$ cat src/las_defs.svh
// Constants of the linear array scan sequencer.
// Notes on behaviour
// - A start bit seen high on a sensor clock rise while idle begins the readout.
// - A rising start input while idle pulses the hold that freezes all samples; reset starts at the capture.
// - Each sensor clock step presents the next of the 128 pixels on the output.
// - Integrators stay in reset for the first 18 clocks and are released on the 19th.
// - The 129th clock rise ends the scan and floats the pixel output.
// - Outside the output phase the pixel output stays floated.
`ifndef LAS_DEFS_SVH
`define LAS_DEFS_SVH
`define LAS_PIXELS 128
`define LAS_RESET_CLKS 18
`define LAS_CLK_NS 8
`define LAS_CT_NS 20000
`define LAS_CT_CYCLES ((`LAS_CT_NS + `LAS_CLK_NS - 1) / `LAS_CLK_NS)
`define LAS_FIFO_DEPTH 4
`define LAS_PIX_W 8
`endif

$ cat src/las_pkg.sv
// Types shared by the scan sequencer files.
package las_pkg;
  typedef enum logic [0:0] {
    ST_IDLE = 1'b0,
    ST_SCAN = 1'b1
  } scan_state_e;
endpackage

$ cat src/linear_array_scan_sequencer.sv
// Scan sequencer of a 128-pixel linear sensor: start capture, hold, reset window, readout.
`include "las_defs.svh"
module linear_array_scan_sequencer
  import las_pkg::*;
#(
  parameter int PIXELS = `LAS_PIXELS,
  parameter int RESET_CLKS = `LAS_RESET_CLKS,
  parameter int PIX_W = `LAS_PIX_W,
  parameter int FIFO_DEPTH = `LAS_FIFO_DEPTH
) (
  input wire logic clk_sys_i,
  input wire logic nrst_i,
  input wire logic scan_start_i,
  input wire logic scan_clk_i,
  input wire logic [PIX_W-1:0] pixel_data_i,
  input wire logic pixel_valid_i,
  output logic pixel_ready_o,
  output logic pixel_hold_o,
  output logic integ_reset_o,
  output logic [PIX_W-1:0] analog_pixel_output_o,
  output logic analog_pixel_output_oe_o,
  output logic scan_active_o,
  output logic underrun_o,
  output logic start_early_o
);
  localparam logic [7:0] LAST_PIX = 8'(PIXELS);
  localparam logic [7:0] RST_LAST = 8'(RESET_CLKS);
  localparam logic [11:0] CT_CYCLES = 12'(`LAS_CT_CYCLES);

  // ==========================================================
  // Pin synchronisers
  logic clk_s1, clk_s2, clk_s3;
  logic start_s1, start_s2, start_s3;
  logic clk_rise;
  logic start_rise;

  // Both pins cross two flops; the third flop only serves edge detection.
  always_ff @(posedge clk_sys_i or negedge nrst_i)
  begin
    if (!nrst_i)
    begin
      clk_s1 <= 1'b0;
      clk_s2 <= 1'b0;
      clk_s3 <= 1'b0;
      start_s1 <= 1'b0;
      start_s2 <= 1'b0;
      start_s3 <= 1'b0;
    end
    else
    begin
      clk_s1 <= scan_clk_i;
      clk_s2 <= clk_s1;
      clk_s3 <= clk_s2;
      start_s1 <= scan_start_i;
      start_s2 <= start_s1;
      start_s3 <= start_s2;
    end
  end

  assign clk_rise = clk_s2 & ~clk_s3;
  assign start_rise = start_s2 & ~start_s3;

  // ==========================================================
  // Pixel buffer
  logic fifo_valid;
  logic fifo_pop;
  logic [PIX_W-1:0] fifo_data;

  pixel_fifo #(
    .WIDTH(PIX_W),
    .DEPTH(FIFO_DEPTH)
  ) pixel_fifo_i (
    .clk_sys_i(clk_sys_i),
    .nrst_i(nrst_i),
    .in_valid_i(pixel_valid_i),
    .in_ready_o(pixel_ready_o),
    .in_data_i(pixel_data_i),
    .out_valid_o(fifo_valid),
    .out_ready_i(fifo_pop),
    .out_data_o(fifo_data)
  );

  // ==========================================================
  // Sequencer state
  scan_state_e state, next_state;
  logic [7:0] pos, next_pos;
  logic [11:0] gap, next_gap;
  logic next_hold;
  logic next_reset;
  logic [PIX_W-1:0] next_data;
  logic next_oe;
  logic next_underrun;
  logic next_early;
  logic next_active;
  logic capture;

  // A start bit sampled high on a clock rise while idle is captured.
  assign capture = clk_rise && start_s2 && (state == ST_IDLE);
  // One sample leaves the buffer for every presented pixel while the buffer is not empty.
  assign fifo_pop = fifo_valid && clk_rise &&
                    ((capture) || (state == ST_SCAN && pos != LAST_PIX));

  // Steps the pixel position and derives hold, reset window and output drive.
  always_comb
  begin
    next_state = state;
    next_pos = pos;
    next_gap = (gap != '0) ? gap - 1'b1 : gap;
    next_hold = start_rise && (state == ST_IDLE);
    next_reset = integ_reset_o;
    next_data = analog_pixel_output_o;
    next_oe = analog_pixel_output_oe_o;
    next_underrun = underrun_o;
    next_early = start_early_o;
    case (state)
      ST_IDLE:
      begin
        next_oe = 1'b0;
        if (capture)
        begin
          next_state = ST_SCAN;
          next_pos = 8'h01;
          next_reset = 1'b1;
          next_oe = 1'b1;
          next_data = fifo_valid ? fifo_data : '0;
          next_underrun = !fifo_valid;
          next_early = (gap != '0);
        end
      end
      ST_SCAN:
      begin
        if (clk_rise)
        begin
          if (pos == LAST_PIX)
          begin
            next_state = ST_IDLE;
            next_pos = 8'h00;
            next_oe = 1'b0;
            next_data = '0;
            next_gap = CT_CYCLES;
          end
          else
          begin
            next_pos = pos + 8'h01;
            next_data = fifo_valid ? fifo_data : analog_pixel_output_o;
            next_underrun = underrun_o | !fifo_valid;
          end
          if (pos == RST_LAST)
          begin
            next_reset = 1'b0;
          end
        end
      end
      default:
      begin
        next_state = ST_IDLE;
        next_pos = 8'h00;
        next_oe = 1'b0;
        next_reset = 1'b0;
      end
    endcase
    next_active = (next_state == ST_SCAN);
  end

  // Registers the sequencer state; all outputs except pixel_ready_o come from here.
  always_ff @(posedge clk_sys_i or negedge nrst_i)
  begin
    if (!nrst_i)
    begin
      state <= ST_IDLE;
      pos <= 8'h00;
      gap <= 12'h000;
      pixel_hold_o <= 1'b0;
      integ_reset_o <= 1'b0;
      analog_pixel_output_o <= '0;
      analog_pixel_output_oe_o <= 1'b0;
      scan_active_o <= 1'b0;
      underrun_o <= 1'b0;
      start_early_o <= 1'b0;
    end
    else
    begin
      state <= next_state;
      pos <= next_pos;
      gap <= next_gap;
      pixel_hold_o <= next_hold;
      integ_reset_o <= next_reset;
      analog_pixel_output_o <= next_data;
      analog_pixel_output_oe_o <= next_oe;
      scan_active_o <= next_active;
      underrun_o <= next_underrun;
      start_early_o <= next_early;
    end
  end

  // ==========================================================
  // Assertions
  a_start_capture: assert property (@(posedge clk_sys_i) disable iff (!nrst_i)
    capture |=> (pos == 8'h01) && analog_pixel_output_oe_o && scan_active_o)
    else $error("Start bit was not captured.");

  a_hold_on_start: assert property (@(posedge clk_sys_i) disable iff (!nrst_i)
    (start_rise && state == ST_IDLE) |=> pixel_hold_o ##1 !pixel_hold_o)
    else $error("Hold did not pulse on the start edge.");

  a_pixel_step: assert property (@(posedge clk_sys_i) disable iff (!nrst_i)
    (clk_rise && state == ST_SCAN && pos != LAST_PIX) |=> (pos == $past(pos) + 8'h01))
    else $error("Pixel position did not advance by one.");

  a_pixel_hold: assert property (@(posedge clk_sys_i) disable iff (!nrst_i)
    (!clk_rise && state == ST_SCAN) |=> $stable(pos) && $stable(analog_pixel_output_o))
    else $error("Output changed without a clock step.");

  a_reset_window: assert property (@(posedge clk_sys_i) disable iff (!nrst_i)
    integ_reset_o == (state == ST_SCAN && pos >= 8'h01 && pos <= RST_LAST))
    else $error("Integrator reset outside the first clocks.");

  a_end_float: assert property (@(posedge clk_sys_i) disable iff (!nrst_i)
    (clk_rise && state == ST_SCAN && pos == LAST_PIX) |=> !analog_pixel_output_oe_o &&
    (state == ST_IDLE) && (gap == CT_CYCLES))
    else $error("Final clock did not end the scan.");

  a_idle_float: assert property (@(posedge clk_sys_i) disable iff (!nrst_i)
    (state == ST_IDLE && $past(state) == ST_IDLE) |-> !analog_pixel_output_oe_o)
    else $error("Output driven outside the output phase.");
endmodule

$ cat src/pixel_fifo.sv
// Small FIFO that buffers pixel samples ahead of the output stage.
module pixel_fifo #(
  parameter int WIDTH = 8,
  parameter int DEPTH = 4
) (
  input wire logic clk_sys_i,
  input wire logic nrst_i,
  input wire logic in_valid_i,
  output logic in_ready_o,
  input wire logic [WIDTH-1:0] in_data_i,
  output logic out_valid_o,
  input wire logic out_ready_i,
  output logic [WIDTH-1:0] out_data_o
);
  localparam int AW = $clog2(DEPTH);
  localparam logic [AW:0] DEPTH_C = (AW+1)'(DEPTH);

  // ==========================================================
  // Storage and pointers
  logic [WIDTH-1:0] mem [DEPTH];
  logic [AW-1:0] wr_ptr;
  logic [AW-1:0] rd_ptr;
  logic [AW:0] count;
  logic [AW-1:0] next_wr_ptr;
  logic [AW-1:0] next_rd_ptr;
  logic [AW:0] next_count;
  logic do_push;
  logic do_pop;
  logic next_ready;

  // Advances a pointer and wraps it at the depth, so any depth works.
  function automatic logic [AW-1:0] step_ptr(input logic [AW-1:0] p);
    return (p == AW'(DEPTH - 1)) ? '0 : p + 1'b1;
  endfunction

  // Empty comes from the count; ready is registered so that the pin comes from a flop.
  assign out_valid_o = (count != '0);
  assign out_data_o = mem[rd_ptr];
  assign do_push = in_valid_i & in_ready_o;
  assign do_pop = out_ready_i & out_valid_o;

  // Pointers wrap at the depth so any depth works.
  always_comb
  begin
    next_wr_ptr = wr_ptr;
    next_rd_ptr = rd_ptr;
    next_count = count;
    if (do_push)
    begin
      next_wr_ptr = step_ptr(wr_ptr);
    end
    if (do_pop)
    begin
      next_rd_ptr = step_ptr(rd_ptr);
    end
    if (do_push && !do_pop)
    begin
      next_count = count + 1'b1;
    end
    else if (do_pop && !do_push)
    begin
      next_count = count - 1'b1;
    end
    next_ready = (next_count != DEPTH_C);
  end

  // Registers the pointers.
  always_ff @(posedge clk_sys_i or negedge nrst_i)
  begin
    if (!nrst_i)
    begin
      wr_ptr <= '0;
      rd_ptr <= '0;
      count <= '0;
      in_ready_o <= 1'b1;
    end
    else
    begin
      wr_ptr <= next_wr_ptr;
      rd_ptr <= next_rd_ptr;
      count <= next_count;
      in_ready_o <= next_ready;
    end
  end

  // Data array has no reset, it is only read when occupied.
  always_ff @(posedge clk_sys_i)
  begin
    if (do_push)
    begin
      mem[wr_ptr] <= in_data_i;
    end
  end
endmodule

$ cat config.mk
export PLATFORM = sky130hd
export DESIGN_NAME = linear_array_scan_sequencer
export DESIGN_NICKNAME = d
export VERILOG_FILES = /design/src/las_pkg.sv /design/src/linear_array_scan_sequencer.sv /design/src/pixel_fifo.sv
export VERILOG_INCLUDE_DIRS = /design/src
export SDC_FILE = /design/constraint.sdc
export NUM_CORES = 1
export LEC_CHECK = 0
export BUFFER_PORTS_ARGS = -buffer_cell sky130_fd_sc_hd__buf_4
export CAP_MARGIN = 20
export CORE_ASPECT_RATIO = 1.4
export CORE_MARGIN = 2
export CORE_UTILIZATION = 50
export CTS_BUF_LIST = sky130_fd_sc_hd__clkbuf_8
export DETAILED_ROUTE_END_ITERATION = 10
export PLACE_DENSITY = 0.78
export SLEW_MARGIN = 25
export SYNTH_ARGS = -nofsm -noshare
export SYNTH_HDL_FRONTEND = slang
export SYNTH_SLANG_ARGS = --single-unit
$ cat constraint.sdc
create_clock -name clk_sys_i -period 2.7 [get_ports clk_sys_i]
set_input_delay 0.27 -clock clk_sys_i [delete_from_list [all_inputs] [get_ports clk_sys_i]]
set_output_delay 0.27 -clock clk_sys_i [all_outputs]
set_load 0.02 [all_outputs]
==> metrics.csv <==
metric,value,unit
CP Launch Type,flop,
largest net degree at the start of global routing,49,
Post-Place Cells,389,
worst r2r path cells,5,
Hold Worst Slack,34.0,ps
Yosys Warn Count,0,
Chip Width,75.3,um
Pleak,1.75,nW
port bufs,27,
HPWL Detailed,4.01,mm
VDD IR max,0.000491,V
FMAX,479,MHz
PD cells,1020,nW/um^2
layout cells sized above 1,0.219,
endpoint class of the critical path,flop,
register bit total from synthesis,80,
setup violators final,0,
worst min-delay path category,in -> reg,
Post-synth EDFFs,32,
number of cells upsized or downsized after cts,0,
MaxCap Viol Count,0,
Setup Skew,7.65,ps
grt ovf,0,
status,finished clean,
"commonest non-fill, non-tap cell in the layout",dfrtp_1,
Post-synth ARST share,0.600,
Final min period,2090,ps
clock buffer count from CTS,9,
synthesized cell area,3560,um^2
clock sinks,80,
root buf cell,clkbuf_8,
Finished Layout Cells,406,
router iterations before antenna repair,4,
antenna violations before repair,0,
# IOs,28,
Starting DRT DRC Count,132,
CTS tree,built,
unique cell type count in the Yosys netlist,52,
setup TNS,0,ps
Worst-path clk slew,70,ps
WL final,5.63,mm
worst-margin pin slew,817,ps
"Primary FF master, synth",dfrtp_1,
Clock Latency Late Sink,340,ps
Rel. slew slack,0.452,
Syn-to-layout area delta,12.6,%
RSZ-0062 raised after global routing,false,
Die Area,7810,um^2
ANT nets after route,0,
post-synth top area share,0.331,
final period utilization,0.773,
most frequent cells in the layout,"dfrtp_1 (47), edfxtp_1 (32), buf_4 (28)",
clock buffer depth,2,
Antenna Cells,0,
Fin. Hold Viols,0,
Synth area leader,dfrtp_1,
"Req. time, crit path",2890,ps
crit path DAT,2280,ps
GR met3 Demand/Resource,0.0467,
Post-Syn Nets,301,
GRT met2 Usage,0.238,
die height,104,um
sequential area share after synthesis,0.608,
wire length per cell,13.9,um
Tot GR Track Use,0.159,
Row Count,36,
DR vias,2167,
Cells after Synth,276,
top post-synthesis cells by area,"dfrtp_1 (33%), edfxtp_1 (27%), mux4_2 (5.1%), ha_1 (4.2%), nand2_1 (2.4%)",
critical path class,reg -> reg,
Final Max Slew Viols,0,
H-tree depth reported by CTS,3,
nets,331,
met1 GRT Util,0.206,
core footprint,6940,um^2
Util after Layout,0.577,
GP Congestion,0.836,
hold path cells,1,
drt drc,0,
total power,0.00409,W
"Max FO, Critical Path",16,
Avg Vias per Cell,5.34,
Avg Synthesized Cell Area,12.9,um^2
Initial Util,0.513,
vias in the first global route,2053,
first-pass GRT wire length,9.27,mm
Most Crowded Layer GR,met2,
## path summary, 6_finish.rpt
| kind | from | end | slack (ps) |
|---|---|---|---|
| min in group asynchronous | nrst_i | pixel_hold_o | 470 |
| worst max register to register | pixel_fifo_i.count[0] | analog_pixel_output_o[1] | 610 |
| worst min register to register | start_s1 | start_s2 | 360 |
| worst min-delay path | scan_start_i | start_s1 | 30 |
| max in group asynchronous | nrst_i | gap[11] | 1820 |
| worst max-delay path | pixel_fifo_i.count[0] | analog_pixel_output_o[1] | 610 |
## per-layer routing
metal	wire, um	up-vias
li1	-	1063
met1	2530	1057
met2	2780	32
met3	159	15
met4	159	0
met5	0	-
## synth_stat cells (5+ instances only)
cell type / count
mux4_2: 8
and3_1: 9
ha_1: 12
nand4_1: 5
inv_1: 9
xnor2_1: 6
xor2_1: 6
edfxtp_1: 32
nand2_1: 23
nor3_1: 6
a21oi_1: 8
o21ai_0: 17
nor2_1: 20
dfrtp_1: 47
nand2b_1: 8
nand3_1: 8
## report_power, final
group | internal [W] | switching, W | total, W
combinational | 0.000727 | 0.000798 | 0.00153
sequential | 0.00158 | 0.000254 | 0.00183
clock | 0.000325 | 0.000408 | 0.000734
## metrics by stage
step / area (um^2) / worst slack [ps]
after floorplan: 3560 / 855
after detailed placement: 3830 / 603
after global routing: 4000 / 375
after global placement: 3830 / 670
final: 4000 / 612
after CTS: 4000 / 600
## critical path, stage by stage, from the launching register on
cell and delay [ps]:
dfrtp_1 430, inv_1 120, ha_1 140, or2b_2 360, o21ai_1 680, o21ai_0 200
## registers in the layout (all words and copies together) (netlist names), 2 cells and up
register,flops
gap,12
pixel_fifo_i.rd_ptr,2
pixel_fifo_i.wr_ptr,2
pixel_fifo_i.count,3
analog_pixel_output_o,8
pixel_fifo_i.mem,32
pos,8
## final cells by class
| type | instances | area, um^2 |
|---|---|---|
| Fill cell | 589 | 2930 |
| Sequential cell | 80 | 2160 |
| Multi-Input combinational cell | 177 | 1310 |
| Timing Repair Buffer | 29 | 220 |
| Clock buffer | 9 | 124 |
| Tap cell | 95 | 119 |
| Clock inverter | 7 | 38.8 |
| Inverter | 9 | 33.8 |
## repair_timing
action                    CTS  global route
buffers inserted            0             0
hold buffers                1             0
hold endpoints to repair   47             0
## kinds of logic after synthesis
kind of cell / Yosys count / share of synthesized area
simple gates: 99 / 0.154
flops: 80 / 0.608
compound gates: 43 / 0.0809
buf+inv: 19 / 0.0250
xor+xnor: 12 / 0.0295
fa+ha+maj: 12 / 0.0422
mux: 11 / 0.0598
Note: power is estimated with default switching activity, not from simulation.
